`config.mk`:
```
export PLATFORM = sky130hd
export DESIGN_NAME = stc_regs
export DESIGN_NICKNAME = d
export VERILOG_FILES = /design/src/hw/stc_pkg.sv /design/src/hw/stc_regs.sv
export SDC_FILE = /design/constraint.sdc
export NUM_CORES = 1
export LEC_CHECK = 0
export ABC_AREA = 0
export BUFFER_PORTS_ARGS = -buffer_cell sky130_fd_sc_hd__buf_2
export CAP_MARGIN = 30
export CORE_MARGIN = 2
export CORE_UTILIZATION = 55
export CTS_BUF_LIST = sky130_fd_sc_hd__clkbuf_4
export DETAILED_ROUTE_END_ITERATION = 7
export HOLD_SLACK_MARGIN = 0.08
export PLACE_DENSITY = 0.79
export SYNTH_ARGS = -nofsm -noshare
export SYNTH_HDL_FRONTEND = slang
export SYNTH_SLANG_ARGS = --single-unit
```
`constraint.sdc`:
```
create_clock -name clk_sys -period 3.4 [get_ports clk_sys]
set_clock_uncertainty 0.2 [all_clocks]
set_input_delay 0.17 -clock clk_sys [delete_from_list [all_inputs] [get_ports clk_sys]]
set_output_delay 0.17 -clock clk_sys [all_outputs]
set_load 0.005 [all_outputs]
```
`src/hw/stc_pkg.sv`:
```
// Constants and types for the sensor configuration and fan period readout block
package stc_pkg;
	// Register byte addresses
	localparam logic [7:0] STC_ADDR_CFG = 8'h03;
	localparam logic [7:0] STC_ADDR_CFG_ALT = 8'h09;
	localparam logic [7:0] STC_ADDR_ONE_SHOT = 8'h0f;
	localparam logic [7:0] STC_ADDR_CRIT = 8'h19;
	localparam logic [7:0] STC_ADDR_TACH_LO = 8'h46;
	localparam logic [7:0] STC_ADDR_TACH_HI = 8'h47;
	// Configuration field positions
	localparam int STC_CFG_FAULT_MASK = 7;
	localparam int STC_CFG_STANDBY = 6;
	localparam int STC_CFG_PWM_OFF_STBY = 5;
	localparam int STC_CFG_PIN_TACH = 2;
	localparam int STC_CFG_CRIT_UNLOCK = 1;
	localparam int STC_CFG_FAULT_FILTER = 0;
	localparam logic [7:0] STC_CFG_WMASK = 8'he7;
	// Reset values
	localparam logic [7:0] STC_CFG_RST = 8'h00;
	localparam logic [7:0] STC_CRIT_RST = 8'h55;
	localparam logic [15:0] STC_TACH_RST = 16'hffff;
	// Idle level of the shared pin, held up by its pull-up
	localparam logic STC_PIN_IDLE = 1'b1;
	// Fault filter depth in consecutive conversions
	localparam logic [1:0] STC_FILTER_DEPTH = 2'h3;
	// Tachometer period counter resolution
	localparam int STC_CLK_PERIOD_NS = 8;
	localparam int STC_TACH_TICK_NS = 1000;
	localparam logic [7:0] STC_TACH_TICK_CYC = 8'(STC_TACH_TICK_NS / STC_CLK_PERIOD_NS);

	typedef struct packed {
		logic wr;
		logic rd;
		logic [7:0] addr;
		logic [7:0] wdata;
	} stc_req_t;

	typedef struct packed {
		logic done;
		logic [7:0] temp;
		logic [7:0] high_lim;
		logic [7:0] low_lim;
	} stc_conv_t;

	typedef struct packed {
		logic [7:0] cfg;
		logic [7:0] crit;
		logic crit_used;
		logic [1:0] oor_cnt;
		logic fault;
		logic [1:0] tach_sync;
		logic tach_prev;
		logic [7:0] tick_cnt;
		logic [15:0] period_cnt;
		logic [15:0] tach_val;
		logic [7:0] tach_hi_hold;
		logic [7:0] rdata;
		logic conv_run;
		logic one_shot;
		logic pwm_out;
		logic pin_oe;
		logic pin_out;
	} stc_state_t;
endpackage

```
`src/hw/stc_regs.sv`:
```
// Configuration register, fault filter and fan period readout
`timescale 1ns/100ps
`default_nettype none

module stc_regs
	import stc_pkg::*;
(
	input wire logic clk_sys, // System clock, 125 MHz
	input wire logic sys_rst, // Synchronous reset, active high
	input wire stc_pkg::stc_req_t req, // Decoded byte access from the serial front end
	output logic [7:0] rdata, // Read data, valid the cycle after rd
	input wire stc_pkg::stc_conv_t conv, // Remote conversion result and limits
	output logic conv_run, // Continuous conversion enable
	output logic one_shot, // Single conversion start pulse
	output logic [7:0] crit_limit, // Active critical limit
	input wire logic pwm_in, // Fan waveform from the PWM generator
	input wire logic pwm_pol, // PWM polarity: level of the off state
	output logic pwm_out, // PWM output
	input wire logic pin_in, // Shared fault/tach pin, input path
	output logic pin_out, // Shared pin, output level
	output logic pin_oe // Shared pin, drive enable
);
	import stc_pkg::*;

	stc_state_t s_r;
	stc_state_t s_nxt;

	function automatic logic out_of_range(input stc_conv_t c);
		out_of_range = ($signed(c.temp) > $signed(c.high_lim)) || ($signed(c.temp) < $signed(c.low_lim));
	endfunction

	logic wr_cfg;
	logic tach_rise;

	always_comb begin
		s_nxt = s_r;
		wr_cfg = req.wr && (req.addr == STC_ADDR_CFG || req.addr == STC_ADDR_CFG_ALT);
		s_nxt.one_shot = 1'b0;
		if (wr_cfg) begin
			s_nxt.cfg = req.wdata & STC_CFG_WMASK;
		end
		// Unlock must already be set before the limit write lands
		if (req.wr && req.addr == STC_ADDR_CRIT && s_r.cfg[STC_CFG_CRIT_UNLOCK] && !s_r.crit_used) begin
			s_nxt.crit = req.wdata;
			s_nxt.crit_used = 1'b1;
		end
		if (req.wr && req.addr == STC_ADDR_ONE_SHOT && s_r.cfg[STC_CFG_STANDBY]) begin
			s_nxt.one_shot = 1'b1;
		end
		s_nxt.conv_run = !s_r.cfg[STC_CFG_STANDBY];

		// Fault evaluation per conversion; a clean result clears the streak
		if (conv.done) begin
			if (out_of_range(conv)) begin
				if (s_r.oor_cnt != STC_FILTER_DEPTH) begin
					s_nxt.oor_cnt = s_r.oor_cnt + 2'h1;
				end
				if (!s_r.cfg[STC_CFG_FAULT_FILTER]) begin
					s_nxt.fault = 1'b1;
				end else if (s_r.oor_cnt >= STC_FILTER_DEPTH - 2'h1) begin
					s_nxt.fault = 1'b1;
				end
			end else begin
				s_nxt.oor_cnt = 2'h0;
				s_nxt.fault = 1'b0;
			end
		end

		// Fault pin never driven high: open drain
		s_nxt.pin_out = 1'b0;
		s_nxt.pin_oe = s_r.fault && !s_r.cfg[STC_CFG_FAULT_MASK] && !s_r.cfg[STC_CFG_PIN_TACH];

		if (s_r.cfg[STC_CFG_STANDBY] && s_r.cfg[STC_CFG_PWM_OFF_STBY]) begin
			s_nxt.pwm_out = pwm_pol;
		end else begin
			s_nxt.pwm_out = pwm_in;
		end

		// Tach period: ticks between rising edges, saturating
		s_nxt.tach_sync = {s_r.tach_sync[0], pin_in};
		s_nxt.tach_prev = s_r.tach_sync[1];
		tach_rise = s_r.cfg[STC_CFG_PIN_TACH] && s_r.tach_sync[1] && !s_r.tach_prev;
		s_nxt.tick_cnt = (s_r.tick_cnt == STC_TACH_TICK_CYC - 8'h1) ? 8'h00 : s_r.tick_cnt + 8'h1;
		if (tach_rise) begin
			s_nxt.tach_val = s_r.period_cnt;
			s_nxt.period_cnt = 16'h0000;
			s_nxt.tick_cnt = 8'h00;
		end else if (s_r.tick_cnt == STC_TACH_TICK_CYC - 8'h1 && s_r.period_cnt != 16'hffff) begin
			s_nxt.period_cnt = s_r.period_cnt + 16'h1;
		end

		// Hold moves only on a low read, so a late high read stays coherent
		s_nxt.rdata = 8'h00;
		if (req.rd) begin
			case (req.addr)
				STC_ADDR_CFG, STC_ADDR_CFG_ALT: s_nxt.rdata = s_r.cfg;
				STC_ADDR_CRIT: s_nxt.rdata = s_r.crit;
				STC_ADDR_TACH_LO: begin
					s_nxt.rdata = s_r.tach_val[7:0];
					s_nxt.tach_hi_hold = s_r.tach_val[15:8];
				end
				STC_ADDR_TACH_HI: s_nxt.rdata = s_r.tach_hi_hold;
				default: s_nxt.rdata = 8'h00;
			endcase
		end
	end

	always_ff @(posedge clk_sys) begin
		if (sys_rst) begin
			s_r <= '0;
			s_r.cfg <= STC_CFG_RST;
			s_r.crit <= STC_CRIT_RST;
			s_r.tach_val <= STC_TACH_RST;
			s_r.tach_hi_hold <= STC_TACH_RST[15:8];
			s_r.conv_run <= 1'b1;
			// Start at the pin's idle level so reset gives no false tach edge
			s_r.tach_sync <= {2{STC_PIN_IDLE}};
			s_r.tach_prev <= STC_PIN_IDLE;
		end else begin
			s_r <= s_nxt;
		end
	end

	assign rdata = s_r.rdata;
	assign conv_run = s_r.conv_run;
	assign one_shot = s_r.one_shot;
	assign crit_limit = s_r.crit;
	assign pwm_out = s_r.pwm_out;
	assign pin_out = s_r.pin_out;
	assign pin_oe = s_r.pin_oe;

	// Pin, mode, config readback and critical limit checks, one cycle after the state that decides them
	AST_MASK_RELEASE: assert property (@(posedge clk_sys) disable iff (sys_rst)
		s_r.cfg[STC_CFG_FAULT_MASK] |=> !pin_oe)
		else $error("fault pin driven while masked");

	AST_RUN_FOLLOWS: assert property (@(posedge clk_sys) disable iff (sys_rst)
		!s_r.cfg[STC_CFG_STANDBY] |=> conv_run)
		else $error("conversions stopped in operational mode");

	AST_ONE_SHOT: assert property (@(posedge clk_sys) disable iff (sys_rst)
		(req.wr && req.addr == STC_ADDR_ONE_SHOT && s_r.cfg[STC_CFG_STANDBY]) |=> one_shot ##1 !one_shot)
		else $error("one-shot write gave no single pulse");

	AST_ONE_SHOT_IDLE: assert property (@(posedge clk_sys) disable iff (sys_rst)
		(req.wr && req.addr == STC_ADDR_ONE_SHOT && !s_r.cfg[STC_CFG_STANDBY]) |=> !one_shot)
		else $error("one-shot pulse outside standby");

	AST_PWM_STBY: assert property (@(posedge clk_sys) disable iff (sys_rst)
		(s_r.cfg[STC_CFG_STANDBY] && !s_r.cfg[STC_CFG_PWM_OFF_STBY]) |=> pwm_out == $past(pwm_in))
		else $error("pwm waveform not passed in standby");

	AST_PWM_OFF: assert property (@(posedge clk_sys) disable iff (sys_rst)
		(s_r.cfg[STC_CFG_STANDBY] && s_r.cfg[STC_CFG_PWM_OFF_STBY]) |=> pwm_out == $past(pwm_pol))
		else $error("pwm not at off level in standby");

	AST_UNUSED_ZERO: assert property (@(posedge clk_sys) disable iff (sys_rst)
		(req.rd && req.addr == STC_ADDR_CFG) |=> rdata[4:3] == 2'b00)
		else $error("unused config bits read nonzero");

	AST_TACH_RELEASED: assert property (@(posedge clk_sys) disable iff (sys_rst)
		s_r.cfg[STC_CFG_PIN_TACH] |=> !pin_oe)
		else $error("pin driven in tach mode");

	AST_CRIT_ONCE: assert property (@(posedge clk_sys) disable iff (sys_rst)
		s_r.crit_used |=> $stable(crit_limit))
		else $error("critical limit changed twice");

	AST_CRIT_REFUSED: assert property (@(posedge clk_sys) disable iff (sys_rst)
		(req.wr && req.addr == STC_ADDR_CRIT && !s_r.cfg[STC_CFG_CRIT_UNLOCK]) |=> $stable(crit_limit))
		else $error("critical limit changed while locked");

	// Fault filter checks
	AST_SINGLE_FAULT: assert property (@(posedge clk_sys) disable iff (sys_rst)
		(conv.done && out_of_range(conv) && !s_r.cfg[STC_CFG_FAULT_FILTER]) |=> s_r.fault)
		else $error("single out-of-range missed");

	AST_CLEAN_CLEARS: assert property (@(posedge clk_sys) disable iff (sys_rst)
		(conv.done && !out_of_range(conv)) |=> !s_r.fault && s_r.oor_cnt == 2'h0)
		else $error("in-range result left fault or streak");

	AST_FILTER: assert property (@(posedge clk_sys) disable iff (sys_rst)
		(conv.done && s_r.cfg[STC_CFG_FAULT_FILTER] && !s_r.fault && s_r.oor_cnt == 2'h0) |=> !s_r.fault)
		else $error("filtered fault raised early");

	AST_FILTER_THIRD: assert property (@(posedge clk_sys) disable iff (sys_rst)
		(conv.done && out_of_range(conv) && s_r.cfg[STC_CFG_FAULT_FILTER] && s_r.oor_cnt == 2'h2) |=> s_r.fault)
		else $error("third out-of-range missed");

	// Fan period checks, then the fault pin drive check
	AST_TACH_CAPTURE: assert property (@(posedge clk_sys) disable iff (sys_rst)
		tach_rise |=> s_r.tach_val == $past(s_r.period_cnt))
		else $error("period not captured on tach edge");

	AST_PERIOD_SAT: assert property (@(posedge clk_sys) disable iff (sys_rst)
		(s_r.period_cnt == 16'hffff && !tach_rise) |=> s_r.period_cnt == 16'hffff)
		else $error("period counter wrapped");

	AST_LO_READ: assert property (@(posedge clk_sys) disable iff (sys_rst)
		(req.rd && req.addr == STC_ADDR_TACH_LO) |=> rdata == $past(s_r.tach_val[7:0]))
		else $error("low byte read wrong");

	AST_HI_LOCK: assert property (@(posedge clk_sys) disable iff (sys_rst)
		(req.rd && req.addr == STC_ADDR_TACH_LO) ##1 (req.rd && req.addr == STC_ADDR_TACH_HI)
		|=> rdata == $past(s_r.tach_val[15:8], 2))
		else $error("high byte not coherent with low byte");

	AST_PIN_DRIVE: assert property (@(posedge clk_sys) disable iff (sys_rst)
		(s_r.fault && !s_r.cfg[STC_CFG_FAULT_MASK] && !s_r.cfg[STC_CFG_PIN_TACH]) |=> pin_oe && !pin_out)
		else $error("pending fault not driven low");
endmodule

`default_nettype wire

```
After elaboration in Yosys (flattened, before gate mapping)
Cells that the tools add are included.
{"block": "op_classes", "n_eq_ne": 11, "muxes": 7, "n_reduce_logical": 26, "bitwise": 1, "n_addsub": 3, "order_cmp": 3}
{"op": "8-bit case mux with 4 select lines", "count": 1}
{"op": "8-bit by 7-bit equality test with 1-bit output (second input constant)", "count": 3}
{"op": "16-bit by 1-bit adder with 16-bit output (second input constant)", "count": 1}
{"op": "8-bit by 4-bit equality test with 1-bit output (second input constant)", "count": 2}
{"op": "16-bit != test (second input constant)", "count": 1}
{"op": "1-bit logical AND", "count": 12}
{"op": "8-bit by 1-bit adder with 8-bit output (second input constant)", "count": 1}
{"op": "8-bit by 2-bit equality test with 1-bit output (second input constant)", "count": 1}
{"op": "8-bit by 5-bit equality test with 1-bit output (second input constant)", "count": 1}
{"op": "8-bit > comparator", "count": 1}
{"op": "8-bit < comparator", "count": 1}
{"op": "2-bit AND reduction", "count": 3}
{"op": "2-bit OR reduction", "count": 3}
{"op": "1-bit logical NOT", "count": 5}
{"op": "1-bit 2-to-1 mux", "count": 4}
{"op": "3-bit 2-to-1 mux", "count": 1}
{"op": "3-bit by 2-bit != test with 1-bit output (second input constant)", "count": 1}
{"op": "3-bit OR reduction", "count": 1}
{"op": "2-bit by 1-bit adder with 2-bit output (second input constant)", "count": 1}
{"op": "2-bit greater-or-equal comparator (second input constant)", "count": 1}
{"op": "1-bit logical OR", "count": 2}
{"op": "2-bit 2-to-1 mux", "count": 1}
{"op": "2-bit by 1-bit != test with 1-bit output (second input constant)", "count": 1}
{"op": "2-bit != test (second input constant)", "count": 1}
{"op": "1-bit NOT", "count": 1}
{"block": "word_totals", "word_cells": 68, "out_inout_bits": 21, "inputBits": 48, "regBits": 82}

Depth between registers and ports, before layout
{"block": "depth", "depth_word": 4, "mapped_depth": 7, "ltp_nobuf": 7}

Worst setup path before layout
Ideal clock, no wire load.
{"block": "synth_timing", "kind": "input-to-reg", "start": "input port req[13] (netlist bit)", "end": "register s_r[13] (netlist bit)", "setup_time_ps": 120, "path_buffers": 1, "setup_slack_ps": 1556, "t_required_ps": 3080, "stages": 6, "arrival_ps": 1524, "cell_sequence": "or3_4 -> nor4_4 -> and2b_2 -> buf_6 -> nand2_4 -> a211o_1"}
{"block": "synth_between", "elab_chain_len": 2}
{"element": "from (decl)", "line": "stc_regs.sv:10", "rtl": "input wire stc_pkg::stc_req_t req,"}
{"element": "8-bit by 7-bit equality test with 1-bit output", "line": "stc_regs.sv:95", "rtl": "case (req.addr)"}
{"element": "2-bit AND reduction (no source line)"}
{"element": "to (signal assigned)", "line": "stc_regs.sv:120", "rtl": "s_r <= s_nxt;"}
{"element": "to (decl)", "line": "stc_regs.sv:25", "rtl": "stc_state_t s_r;"}
No other way between the ends.
A chain may end at the register's enable or synchronous reset.

Worst setup path in the final report
{"block": "layout_timing", "start": "input port req[9] (netlist bit)", "end": "register s_r, in the netlist crit_limit[7]"}
{"block": "layout_between", "elab_chain_len": 4}
{"element": "8-bit by 5-bit equality test with 1-bit output", "line": "stc_regs.sv:43", "rtl": "if (req.wr && req.addr == STC_ADDR_CRIT && s_r.cfg[STC_CFG_CRIT_UNLOCK] && !s_r.crit_used) begin"}
{"element": "1-bit logical AND (3 in series)", "line": "stc_regs.sv:43"}
No other way between the ends.

==> results.yml <==
outcome:
  outcome: "finished, final reports clean"
route:
  via_per_inst: 5.64
  drc: 0
  routed_wl_um: 8730
  drt_pass1_iterations: 6
  wl_per_cell_um: 14.7
  ant_nets: 0
  drtIter0Drc: 188
  vias: 3357
logic_synthesis:
  synth_nets: 501
  yosys.cell_count.top_type: "dfxtp_1"
  ys_seq_area_share_pct: 43.0
  yosys-top-cells-count: "81 x dfxtp_1, 62 x nand2_1, 35 x nor2_1, 30 x nand3_1, 24 x inv_1"
  syn-instance-count: 433
  synthArstFlopShare_pct: 0
  synth_top_area_share_pct: 43.0
  netlist_area_sq_um: 3770
  synthFlopType: "dfxtp_1"
  ys_ff_latch: 81
  avgSynthCellArea_sq_um: 8.72
  synth-edff-count: 0
  yosys_warnings: 0
  synth.area.top_cells: "dfxtp_1 43%, ha_1 6.6%, nand2_1 6.2%, nand3_1 4.0%, xnor2_1 3.9%"
  synthDistinctLibCells: 48
  synth_largest_area_cell: "dfxtp_1"
power_and_ir_drop:
  finalPower_mw: 1.75
  power_density_nw_per_um2: 390
  leakage_nw: 1.99
  ir_worst_vdd_mv: 0.231
global_route:
  grt_pass1_vias: 3147
  grt_pass1_wl_um: 14400
  overflow: 0
  grt_max_degree: 29
  antenna_found_initial: 0
  grtUsageTotal_pct: 23.9
worst_setup_path:
  setup.worst_path.end_class: "register"
  slowest_stage: "dlygate4sd3_1"
  startpoint_type: "primary input"
  crit_buf_inv: 3
  cpLargestDelayFamily: "simple AND/OR/NAND/NOR gates"
  worst_ep_arrival_time_ns: 3.16
  path_class: "in2reg"
  crit_path_frequent_cell: "dlygate4sd3_1"
  max_stage_delay_ns: 0.56
  worst_ep_required_time_ns: 3.52
  cp_cell_sequence: "dlygate4sd3_1 > buf_2 > nor4_1 > and3_1 > nand4_1 > mux2i_1 > nor2_1 > dlygate4sd3_1"
  path_max_fanout: 10
clock_tree:
  cts_max_level: 3
  cts_tree: "yes"
  clkTransAtPathRegs_ns: 0.14
  clkSinkCount: 81
  clock_latency_ns: 0.42
  cts_buffers: 9
  clock-root-buffer: "clkbuf_4"
  clockBufferDepth: 2
  post_cts_buffers: 0
floorplanning:
  core-area_sq_um: 6720
  die_w_um: 86.8
  dieArea_sq_um: 7540
  num_rows: 30
  io_pins: 69
  start_util_pct: 56.2
  die_h_um: 86.8
final_layout:
  fillers: 519
  seq_area_sq_um: 1620
  nets: 578
  layout-drive-gt1-share_pct: 19.0
  multi_input_area_sq_um: 1860
  final_core_util_pct: 66.8
  antenna_cells: 0
  area_growth_pct: 18.9
timing:
  worstMarginPinSlew_ns: 0.823
  finalMaxSlewViolations: 0
  slew_headroom_pct: 45.0
  finalCritPeriodShare_pct: 89.4
  hold_violations: 0
  fmax_mhz: 329
  fin_crit_ns: 3.04
  fin_tns_setup_ns: 0
  finalSetupViolCount: 0
  rsz0062_at_grt: "false"
place:
  gp_congestion: 0.785
  hpwl_um: 5700
  port_buffers: 67
run:
  cap_violations: 0
worst_hold_path:
  hp-class: "in2reg"
==> path summary, 6_finish.rpt <==
kind	to	slack, ns	depth (start not counted)	from
max	crit_limit[7]	0.36	8	req[9]
min	rdata[0]	0.17	5	req[11]
max reg2reg	crit_limit[7]	1.24	4	s_r[77]
min reg2reg	s_nxt[61]	0.22	1	s_nxt[63]
==> through the flow <==
step	cell area [sq um]	hold slack [ns]	setup slack, ns	std cells
final	4490	0.173	0.362	595
after global placement	4030	0.162	1.25	550
after global routing	4490	0.160	0.166	595
after CTS	4490	0.123	0.544	595
after detailed placement	4030	0.165	1.17	550
after floorplan	3770	0.0738	1.56	433
==> flip-flops by register name (all words and copies together) (netlist names) <==
register,count
crit_limit,8
s_nxt,2
rdata,8
pin_oe,1
one_shot,1
pwm_out,1
s_r,59
conv_run,1
==> final cells by class <==
class                      instances  area share [%]
clock buffer                       9            1.51
tap                               80            2.23
sequential                        81            36.2
multi-input combinational        294            41.5
timing repair buffer              99            14.4
clock inverter                     7            2.09
inverter                          25            2.09
==> cell families after synthesis <==
logic type	share of synthesized area, %
DFF	43.0
xor gates and xnor gates	5.11
adders and majority gates	6.63
buffers and inverters	7.73
and+or+nand+nor	25.8
AOI/OAI and AO/OA	9.58
other	0.0994
muxes	2.12
==> where the power goes <==
part	leakage (nW)	switching (mW)	internal (mW)	total, mW
clock	0.0839	0.325	0.298	0.623
sequential	0.656	0.0121	0.963	0.975
combinational	1.25	0.0763	0.0757	0.152
==> cell usage in the layout, fill, tap and decap left out, types with 5 or more instances in the layout <==
cell	netlist	layout
or2_2	5	5
dlygate4sd3_1	0	29
clkbuf_4	0	9
and3_1	11	11
nand2_1	62	62
nand4_1	10	10
a21oi_1	22	22
mux2i_1	8	8
a211o_1	9	9
inv_1	24	24
nand3_1	30	30
dfxtp_1	81	81
nor2_1	35	35
xor2_1	5	5
nor3_1	7	7
xnor2_1	17	17
buf_2	2	67
ha_1	20	20
a222oi_1	7	7
nor4_1	8	8
==> worst reg2reg max path, cell delays in order, from the launching register on <==
cell,delay (ns)
dfxtp_1,0.41
nand4_1,0.49
mux2i_1,0.35
nor2_1,0.05
dlygate4sd3_1,0.56
==> what timing repair did <==
item | in CTS | in global routing
endpoints found under the hold margin | 37 | 0
gates resized for setup | 0 | 0
hold buffers | 29 | 0
setup endpoints to repair | 0 | 0
==> layer usage <==
layer  track usage, %  vias up  part of all wire, %
met3             6.57       23                  5.9
li1                 -     1638                    -
met2             40.5      137                   49
met1             28.6     1559                   43
met5                0        -                    0
met4             9.23        0                  2.0
Power figures use the tool's default switching activity.
